[config.mk]
export PLATFORM = sky130hd
export DESIGN_NAME = dma_chan_ctrl
export DESIGN_NICKNAME = d
export VERILOG_FILES = /design/src/core/dma_chan_ctrl_pkg.sv /design/src/core/dma_chan_ctrl.sv /design/src/core/dma_gap_counter.sv
export VERILOG_INCLUDE_DIRS = /design/src /design/src/core
export SDC_FILE = /design/constraint.sdc
export NUM_CORES = 1
export LEC_CHECK = 0
export ABC_AREA = 0
export BUFFER_PORTS_ARGS = -buffer_cell sky130_fd_sc_hd__buf_2
export CAP_MARGIN = 20
export CORE_ASPECT_RATIO = 1.25
export CORE_MARGIN = 2
export CORE_UTILIZATION = 40
export DETAILED_ROUTE_END_ITERATION = 6
export HOLD_SLACK_MARGIN = 0.12
export PLACE_DENSITY = 0.74
export RECOVER_POWER = 100
export SLEW_MARGIN = 30
export SYNTH_ARGS = -nofsm -noshare
export SYNTH_HDL_FRONTEND = slang
export SYNTH_HIERARCHICAL = 1
export SYNTH_SLANG_ARGS = --single-unit
export TNS_END_PERCENT = 50
[constraint.sdc]
create_clock -name clk_sys_i -period 2.52 [get_ports clk_sys_i]
set_clock_uncertainty 0.05 [all_clocks]
set_input_delay 0.126 -clock clk_sys_i [delete_from_list [all_inputs] [get_ports clk_sys_i]]
set_output_delay 0.126 -clock clk_sys_i [all_outputs]
set_load 0.005 [all_outputs]
[src/core/dma_chan_ctrl_map.svh]
// register offsets, field positions, reset values and timing counts
// assumes: included by the channel control module and the testbench
`ifndef DMA_CHAN_CTRL_MAP_SVH
`define DMA_CHAN_CTRL_MAP_SVH
`define OFS_CONTROL 12'h000
`define OFS_STATUS 12'h004
`define OFS_IRQ_MASK 12'h008
`define OFS_EVENT 12'h00C
`define BIT_CHAN_RESET 24
`define BIT_REQ_SOURCE 16
`define FLD_CODE_HI 15
`define FLD_CODE_LO 13
`define BIT_ERR_IRQ_EN 12
`define BIT_CHAIN_IRQ_EN 11
`define BIT_XFER_IRQ_EN 10
`define BIT_ACTIVE 8
`define CONTROL_RESET 32'h0100_0000
`define ST_ERROR_END 0
`define ST_CHAIN_END 1
`define ST_XFER_END 2
`define ST_STALLED 3
`define DELAY_CODE1 16
`define DELAY_CODE2 32
`define DELAY_CODE3 64
`define DELAY_CODE4 128
`define DELAY_CODE5 256
`define DELAY_CODE6 512
`define DELAY_CODE7 512
`define STALL_UNIT 64
`define STALL_MULT1 15
`define STALL_MULT2 63
`define STALL_MULT3 255
`define STALL_MULT4 1023
`define STALL_MULT5 4095
`define STALL_MULT6 16383
`define STALL_MULT7 65535
`endif

[src/core/dma_chan_ctrl_pkg.sv]
// types shared by the channel control logic
// assumes: compiled before the design modules
package dma_chan_ctrl_pkg;
  typedef enum logic [1:0] {
    OWN_IDLE,
    OWN_REQUEST,
    OWN_HELD,
    OWN_WAIT
  } own_state_e;
  typedef logic [2:0] code_t;
endpackage : dma_chan_ctrl_pkg

[src/core/dma_chan_ctrl.sv]
// channel request, delay, stall detection and interrupt control, AHB-Lite slave
// assumes: one clock, synchronous reset, inputs synchronous to clk_sys_i
// Function
// - i/o mode requests only after device request
// - memory mode requests when wait count zero
// - bits 15:13 are stall interval or delay
// - i/o mode stall flag after interval exceeded
// - stall code zero disables stall detection
// - stall codes select 960 to 4194240 clocks
// - memory mode waits delay before next request
// - delay code zero requests continuously
// - delay codes 1..3 give 16,32,64 clocks
// - error enable gates error and stall interrupt
// - chain enable gates chain end interrupt
// - transfer enable gates transfer end interrupt
// - mode, code and enables reset to zero
// - channel reset clears logic, flags, requests
//
// Added by the designer: the register offsets and the AHB-Lite slave port.
`include "dma_chan_ctrl_map.svh"
module dma_chan_ctrl
  import dma_chan_ctrl_pkg::*;
#(
  parameter int GAP_WIDTH = 23,
  parameter int STALL_SCALE = `STALL_UNIT
) (
  // clock and reset
  input wire logic clk_sys_i,
  input wire logic rst_i,
  // ahb-lite slave
  input wire logic hsel_i,
  input wire logic [11:0] haddr_i,
  input wire logic [1:0] htrans_i,
  input wire logic hwrite_i,
  input wire logic [2:0] hsize_i,
  input wire logic [31:0] hwdata_i,
  input wire logic hready_i,
  output logic [31:0] hrdata_o,
  output logic hreadyout_o,
  output logic hresp_o,
  // i/o device request and internal bus arbiter
  input wire logic io_req_i,
  input wire logic bus_grant_i,
  input wire logic bus_done_i,
  output logic bus_req_o,
  // transfer engine events
  input wire logic error_end_i,
  input wire logic chain_end_i,
  input wire logic xfer_end_i,
  // interrupt
  output logic irq_o
);
  logic [31:0] control_ff; // channel control register
  logic [3:0] status_ff; // sticky status flags
  logic [3:0] mask_ff; // event mask register
  logic [31:0] hrdata_ff; // read data
  logic wr_pend_ff; // write data phase pending
  logic [11:0] wr_addr_ff; // latched write address
  own_state_e own_ff; // ownership state
  logic [9:0] wait_ff; // wait counter
  logic [9:0] nxt_wait; // delay for current code
  logic [GAP_WIDTH-1:0] gap_cnt; // clocks without ownership
  logic [GAP_WIDTH-1:0] stall_lim; // stall limit for current code
  logic stall_hit; // stall detected this cycle
  logic chan_rst; // channel reset bit
  logic io_mode; // request source select
  logic active; // transfer active
  code_t code; // shared delay / stall code
  logic [3:0] ev_set; // events this cycle
  logic [3:0] w1c; // write-one-to-clear bits
  logic [3:0] irq_gate; // per-flag interrupt enables
  logic addr_ok; // valid address phase
  logic seen_release_ff; // ownership given up since i/o mode began

  assign chan_rst = control_ff[`BIT_CHAN_RESET];
  assign io_mode = control_ff[`BIT_REQ_SOURCE];
  assign active = control_ff[`BIT_ACTIVE];
  assign code = control_ff[`FLD_CODE_HI:`FLD_CODE_LO];
  assign addr_ok = hsel_i && hready_i && htrans_i[1];

  // bus slave: zero wait states, always okay
  assign hreadyout_o = 1'b1;
  assign hresp_o = 1'b0;
  assign hrdata_o = hrdata_ff;

  // capture write address phase
  always_ff @(posedge clk_sys_i) begin
    if (rst_i) begin
      wr_pend_ff <= 1'b0;
      wr_addr_ff <= 12'h000;
    end else begin
      wr_pend_ff <= addr_ok && hwrite_i;
      wr_addr_ff <= haddr_i;
    end
  end

  // read data registered in the address phase; unmapped reads zero
  always_ff @(posedge clk_sys_i) begin
    if (rst_i) begin
      hrdata_ff <= 32'h0000_0000;
    end else if (addr_ok && !hwrite_i) begin
      case (haddr_i)
        `OFS_CONTROL: hrdata_ff <= control_ff;
        `OFS_STATUS: hrdata_ff <= {28'h000_0000, status_ff};
        `OFS_IRQ_MASK: hrdata_ff <= {28'h000_0000, mask_ff};
        `OFS_EVENT: hrdata_ff <= {20'h0_0000, wait_ff, own_ff};
        default: hrdata_ff <= 32'h0000_0000;
      endcase
    end
  end

  // control register; active bit cleared by channel reset, error or transfer end
  always_ff @(posedge clk_sys_i) begin
    if (rst_i) begin
      control_ff <= `CONTROL_RESET;
    end else if (wr_pend_ff && wr_addr_ff == `OFS_CONTROL) begin
      control_ff <= hwdata_i;
      if (hwdata_i[`BIT_CHAN_RESET]) begin
        control_ff[`BIT_ACTIVE] <= 1'b0;
      end
    end else if (chan_rst || error_end_i || xfer_end_i) begin
      control_ff[`BIT_ACTIVE] <= 1'b0;
    end
  end

  // mask register, same layout as status
  always_ff @(posedge clk_sys_i) begin
    if (rst_i) begin
      mask_ff <= 4'h0;
    end else if (wr_pend_ff && wr_addr_ff == `OFS_IRQ_MASK) begin
      mask_ff <= hwdata_i[3:0];
    end
  end

  // delay per code; top codes provisional, pending confirmation
  always_comb begin
    case (code)
      3'h1: nxt_wait = 10'(`DELAY_CODE1);
      3'h2: nxt_wait = 10'(`DELAY_CODE2);
      3'h3: nxt_wait = 10'(`DELAY_CODE3);
      3'h4: nxt_wait = 10'(`DELAY_CODE4);
      3'h5: nxt_wait = 10'(`DELAY_CODE5);
      3'h6: nxt_wait = 10'(`DELAY_CODE6);
      3'h7: nxt_wait = 10'(`DELAY_CODE7);
      default: nxt_wait = 10'h000;
    endcase
  end

  // stall limit = (4^(code+1) - 1) * unit
  always_comb begin
    case (code)
      3'h1: stall_lim = GAP_WIDTH'(`STALL_MULT1 * STALL_SCALE);
      3'h2: stall_lim = GAP_WIDTH'(`STALL_MULT2 * STALL_SCALE);
      3'h3: stall_lim = GAP_WIDTH'(`STALL_MULT3 * STALL_SCALE);
      3'h4: stall_lim = GAP_WIDTH'(`STALL_MULT4 * STALL_SCALE);
      3'h5: stall_lim = GAP_WIDTH'(`STALL_MULT5 * STALL_SCALE);
      3'h6: stall_lim = GAP_WIDTH'(`STALL_MULT6 * STALL_SCALE);
      3'h7: stall_lim = GAP_WIDTH'(`STALL_MULT7 * STALL_SCALE);
      default: stall_lim = '0;
    endcase
  end

  // ownership sequencing; channel reset drops any pending request
  always_ff @(posedge clk_sys_i) begin
    if (rst_i || chan_rst || !active) begin
      own_ff <= OWN_IDLE;
      wait_ff <= 10'h000;
    end else begin
      unique case (own_ff)
        OWN_IDLE: begin
          if (io_mode ? io_req_i : (wait_ff == 10'h000)) begin
            own_ff <= OWN_REQUEST;
          end else if (wait_ff != 10'h000) begin
            wait_ff <= wait_ff - 10'h001;
          end
        end
        OWN_REQUEST: begin
          if (bus_grant_i) begin
            own_ff <= OWN_HELD;
          end
        end
        OWN_HELD: begin
          if (bus_done_i) begin
            // release after each bus operation
            own_ff <= (io_mode || nxt_wait == 10'h000) ? OWN_IDLE : OWN_WAIT;
            wait_ff <= io_mode ? 10'h000 : nxt_wait;
          end
        end
        OWN_WAIT: begin
          own_ff <= OWN_IDLE; // counter runs down in idle
          wait_ff <= wait_ff - 10'h001;
        end
      endcase
    end
  end

  // request while waiting for grant; io needs device request
  assign bus_req_o = (own_ff == OWN_REQUEST);

  // stall timing starts at the first release, not at activation
  // a channel that never owned the bus cannot be stalled
  always_ff @(posedge clk_sys_i) begin
    if (rst_i || chan_rst || !active || !io_mode) begin
      seen_release_ff <= 1'b0;
    end else if (own_ff == OWN_HELD && bus_done_i) begin
      seen_release_ff <= 1'b1;
    end
  end

  // count clocks without ownership in i/o mode only
  dma_gap_counter #(
    .WIDTH(GAP_WIDTH)
  ) u_gap (
    .clk_sys_i(clk_sys_i),
    .rst_i(rst_i),
    .clear_i(chan_rst || !io_mode || own_ff == OWN_HELD || !active),
    .run_i(own_ff != OWN_HELD && seen_release_ff),
    .count_o(gap_cnt)
  );

  // exceeding, not reaching, the interval flags a stall
  assign stall_hit = io_mode && code != 3'h0 && gap_cnt > stall_lim;

  assign ev_set = {stall_hit, xfer_end_i, chain_end_i, error_end_i};
  assign w1c = (wr_pend_ff && wr_addr_ff == `OFS_STATUS) ? hwdata_i[3:0] : 4'h0;

  // sticky status: set wins over write-one clear
  always_ff @(posedge clk_sys_i) begin
    if (rst_i || chan_rst) begin
      status_ff <= 4'h0;
    end else begin
      status_ff <= (status_ff & ~w1c) | ev_set;
    end
  end

  // enables from control, then mask register
  assign irq_gate[`ST_ERROR_END] = control_ff[`BIT_ERR_IRQ_EN];
  assign irq_gate[`ST_STALLED] = control_ff[`BIT_ERR_IRQ_EN];
  assign irq_gate[`ST_CHAIN_END] = control_ff[`BIT_CHAIN_IRQ_EN];
  assign irq_gate[`ST_XFER_END] = control_ff[`BIT_XFER_IRQ_EN];
  assign irq_o = |(status_ff & irq_gate & ~mask_ff);
endmodule : dma_chan_ctrl

[src/core/dma_gap_counter.sv]
// saturating counter of clocks spent without bus ownership
// assumes: clear is held while the channel owns the bus or is outside i/o mode
module dma_gap_counter #(
  parameter int WIDTH = 23
) (
  // clock and reset
  input wire logic clk_sys_i,
  input wire logic rst_i,
  // control
  input wire logic clear_i,
  input wire logic run_i,
  // count
  output logic [WIDTH-1:0] count_o
);
  logic [WIDTH-1:0] count_ff; // saturating count

  // saturate so a long stall never wraps to a small value
  always_ff @(posedge clk_sys_i) begin
    if (rst_i || clear_i) begin
      count_ff <= '0;
    end else if (run_i && count_ff != {WIDTH{1'b1}}) begin
      count_ff <= count_ff + 1'b1;
    end
  end

  assign count_o = count_ff;
endmodule : dma_gap_counter

==> flow_summary.json <==
{
  "required_ns": 2.77,
  "grt_pass1_vias": 4950,
  "viasPerCell": 5.37,
  "cpPeakStageDelay_ns": 0.73,
  "ys_ff_latch": 121,
  "final_cell_mix": "121 x dfxtp_1, 100 x nand2_1, 72 x buf_2",
  "root_buffer": "clkbuf_16",
  "finalCritPeriodShare_pct": 95.5,
  "syn_area_mm2": 0.00544,
  "critPathMostFrequentCell": "clkbuf_2",
  "synth-edff-count": 0,
  "vias": 5161,
  "hold_path_end": "own_ff[0]",
  "tightest_slew_ns": 0.846,
  "post-place-ws_ns": 0.427,
  "ys_types": 61,
  "rows": 47,
  "rr_startpoint": "own_ff[1]",
  "setup_viol": 0,
  "drt_drc_violations_left": 0,
  "p_switching_mw": 1.00,
  "powerDensity_mw_per_mm2": 615,
  "avgSynthCellArea_um2": 8.63,
  "worst_setup_path_start_kind": "primary input",
  "diodes": 0,
  "grt_max_degree": 44,
  "cts_setup_buffers": 0,
  "synth_ff_type": "dfxtp_1",
  "period_needed_ns": 2.41,
  "nets": 855,
  "cp-end-kind": "flop",
  "syn_to_final_growth_pct": 31.9,
  "ir_drop_mv": 0.472,
  "grt_pass1_wl_um": 23600,
  "drive_above_1_share_pct": 16.6,
  "rsz0062_at_grt": "no",
  "clkPwrFrac_pct": 52.4,
  "synth_warnings": 6,
  "async_reset_ff_share_pct": 0,
  "reg2reg_depth": 7,
  "max-clock-path-buffers": 2,
  "insertion_delay_ns": 0.41,
  "setup_slack_ns": 0.114,
  "ctsHtreeMaxLevel": 4,
  "power_frac_seq_pct": 43.7,
  "cp.arrival_ns": 2.66,
  "yosysSeqAreaShare_pct": 44.5,
  "final_common_cell": "dfxtp_1",
  "grt_overflow": 0,
  "first_pass_iters": 5,
  "synth_nets": 708,
  "status": "finished, final reports clean",
  "hold_viol": 0,
  "maxSlewViolCount": 0,
  "maxSlewHeadroom_pct": 43.6,
  "globalRouteTotalUtil_pct": 20.6,
  "io_pins": 96,
  "hp-start": "io_req_i",
  "start_util_pct": 40.9,
  "drv_cap": 0,
  "die_h_um": 134,
  "p_leak_nw": 2.81,
  "cts_tree": "done",
  "fmaxAchievable_ghz": 0.416,
  "core_area_mm2": 0.0133,
  "port_buffers": 89,
  "post_drt_wl_per_cell_um": 15.1,
  "wirelength_um": 14500,
  "drtIter0Drc": 295,
  "antenna_found_initial": 0,
  "worstSetupPathType": "primary input to flop",
  "clock-sinks": 121,
  "hpwl_um": 9490,
  "cts-buffers-inserted": 17,
  "power.internal_mw": 3.41,
  "cts_resized": 0,
  "die_area_mm2": 0.0145,
  "crit_chain": "dlygate4sd3_1, buf_2, clkbuf_2, nor2b_2, clkbuf_2, a22o_1",
  "fin_setup_tns_ns": 0,
  "clkTransAtPathRegs_ns": 0.06,
  "synthCells": 630,
  "rrSetupSlack_ns": 0.19,
  "cp_max_fo": 43,
  "p_sw_share_pct": 22.7,
  "ant_nets": 0,
  "min_path_type": "primary input to flop",
  "p_comb_share_pct": 3.9,
  "rr_endpoint": "u_gap/count_o[17]",
  "gp_congestion": 0.892,
  "die_x_um": 108,
  "min_path_cells": 4,
  "cpMaxStageDelayCell": "clkbuf_2"
}
state kept, by name (all words and copies together), names as in the netlist:
| signal | cells |
|---|---|
| status_ff | 4 |
| wr_pend_ff | 1 |
| u_gap/count_o | 23 |
| own_ff | 2 |
| wr_addr_ff | 12 |
| hrdata_o | 32 |
| seen_release_ff | 1 |
| wait_ff | 10 |
| mask_ff | 4 |
| control_ff | 32 |
power by group through the flow:
stage               registers [mW]  logic (mW)  clock network (mW)
CTS                           1.93       0.167                2.33
finish                        1.93       0.172                2.31
global route                  1.93       0.184                2.42
detailed placement            1.97       0.109                   0
global placement              1.97       0.109                   0
floorplan                     1.97      0.0496                   0
critical path, delay by kind of cell:
kind                   cells  cell delay [ns]
AND/OR/NAND/NOR            1             0.07
buffers and inverters      4             2.06
AO/OA/AOI/OAI              1             0.38
metrics by stage:
stage                     cells  power (mW)  hold WS, ns  utilization (%)  cell area [um2]
final                       961        4.41        0.194             54.0             7170
after floorplan             630        2.02        0.177                -             5440
after detailed placement    865        2.08        0.295             45.4             6030
after global placement      865        2.08        0.293             45.4             6030
after global routing        961        4.53        0.211             54.0             7170
after CTS                   961        4.43        0.178             54.4             7230
synthesized netlist by cell type (3+ instances only):
cell | number | area [um2]
dfxtp_1 | 121 | 2420
nand2_1 | 100 | 375
a21oi_1 | 60 | 300
nor2_1 | 46 | 173
o21ai_0 | 35 | 175
clkbuf_1 | 29 | 109
nand3_1 | 23 | 115
a22o_1 | 20 | 175
ha_1 | 18 | 225
nor2b_1 | 16 | 100
a22oi_1 | 12 | 90.1
nor3_1 | 12 | 60.1
inv_1 | 11 | 41.3
nor4_1 | 8 | 50.1
nand4_1 | 7 | 43.8
xnor2_1 | 7 | 61.3
a31oi_1 | 6 | 37.5
and4_1 | 6 | 52.6
xor2_1 | 6 | 52.6
and2_1 | 5 | 31.3
and3_1 | 5 | 31.3
mux2i_1 | 5 | 50.1
or3_1 | 5 | 31.3
buf_2 | 4 | 20.0
mux4_2 | 4 | 90.1
a211oi_1 | 3 | 22.5
a31o_2 | 3 | 26.3
buf_6 | 3 | 33.8
o2111ai_1 | 3 | 26.3
o21a_1 | 3 | 22.5
how the worst max path moves through the flow:
stage                  startpoint                end  slack [ns]  cells after the start
floorplan               own_ff[0]  u_gap/count_o[21]        0.12                      9
global placement       wait_ff[0]         wait_ff[8]        0.45                      7
detailed placement      own_ff[1]  u_gap/count_o[17]        0.43                      7
CTS                 wr_addr_ff[1]      control_ff[8]        0.30                      7
global route        wr_addr_ff[1]     control_ff[23]        0.02                      7
finish                      rst_i       hrdata_o[31]        0.11                      6
cell type report:
class                   count  area [um2]
clock buffers              19         443
clock inverters            13         119
fillers                  1234        6120
inverters                  11        41.3
multi-input cells         459        2780
flip-flops and latches    121        2420
well taps                 171         214
repair buffers            167        1150
kinds of logic (layout without fill, tap and decap cells):
family                     Yosys count  after routing  synth area share, %
AOI/OAI and AO/OA                  160            160                 18.5
xor gates and xnor gates            13             13                 2.09
adders and majority gates           18             18                 4.14
buffers and inverters               50            210                 4.10
DFF                                121            121                 44.5
muxes                                9              9                 2.58
other                                2              2                0.138
and+or+nand+nor                    257            257                 23.9
layer usage:
metal	vias to the layer above	wire, um	track usage, %	part of all wire (%)
li1	2547	-	-	-
met1	2420	6220	24.9	43
met2	154	7120	34.0	49
met3	40	647	4.96	4.4
met4	0	556	10.3	3.8
met5	-	0	0	0
repair_timing:
item,CTS,global route
hold endpoints to repair,58,0
hold buffers,64,0
setup endpoints to repair,0,0
No activity file was read; power rests on OpenSTA's default activity.
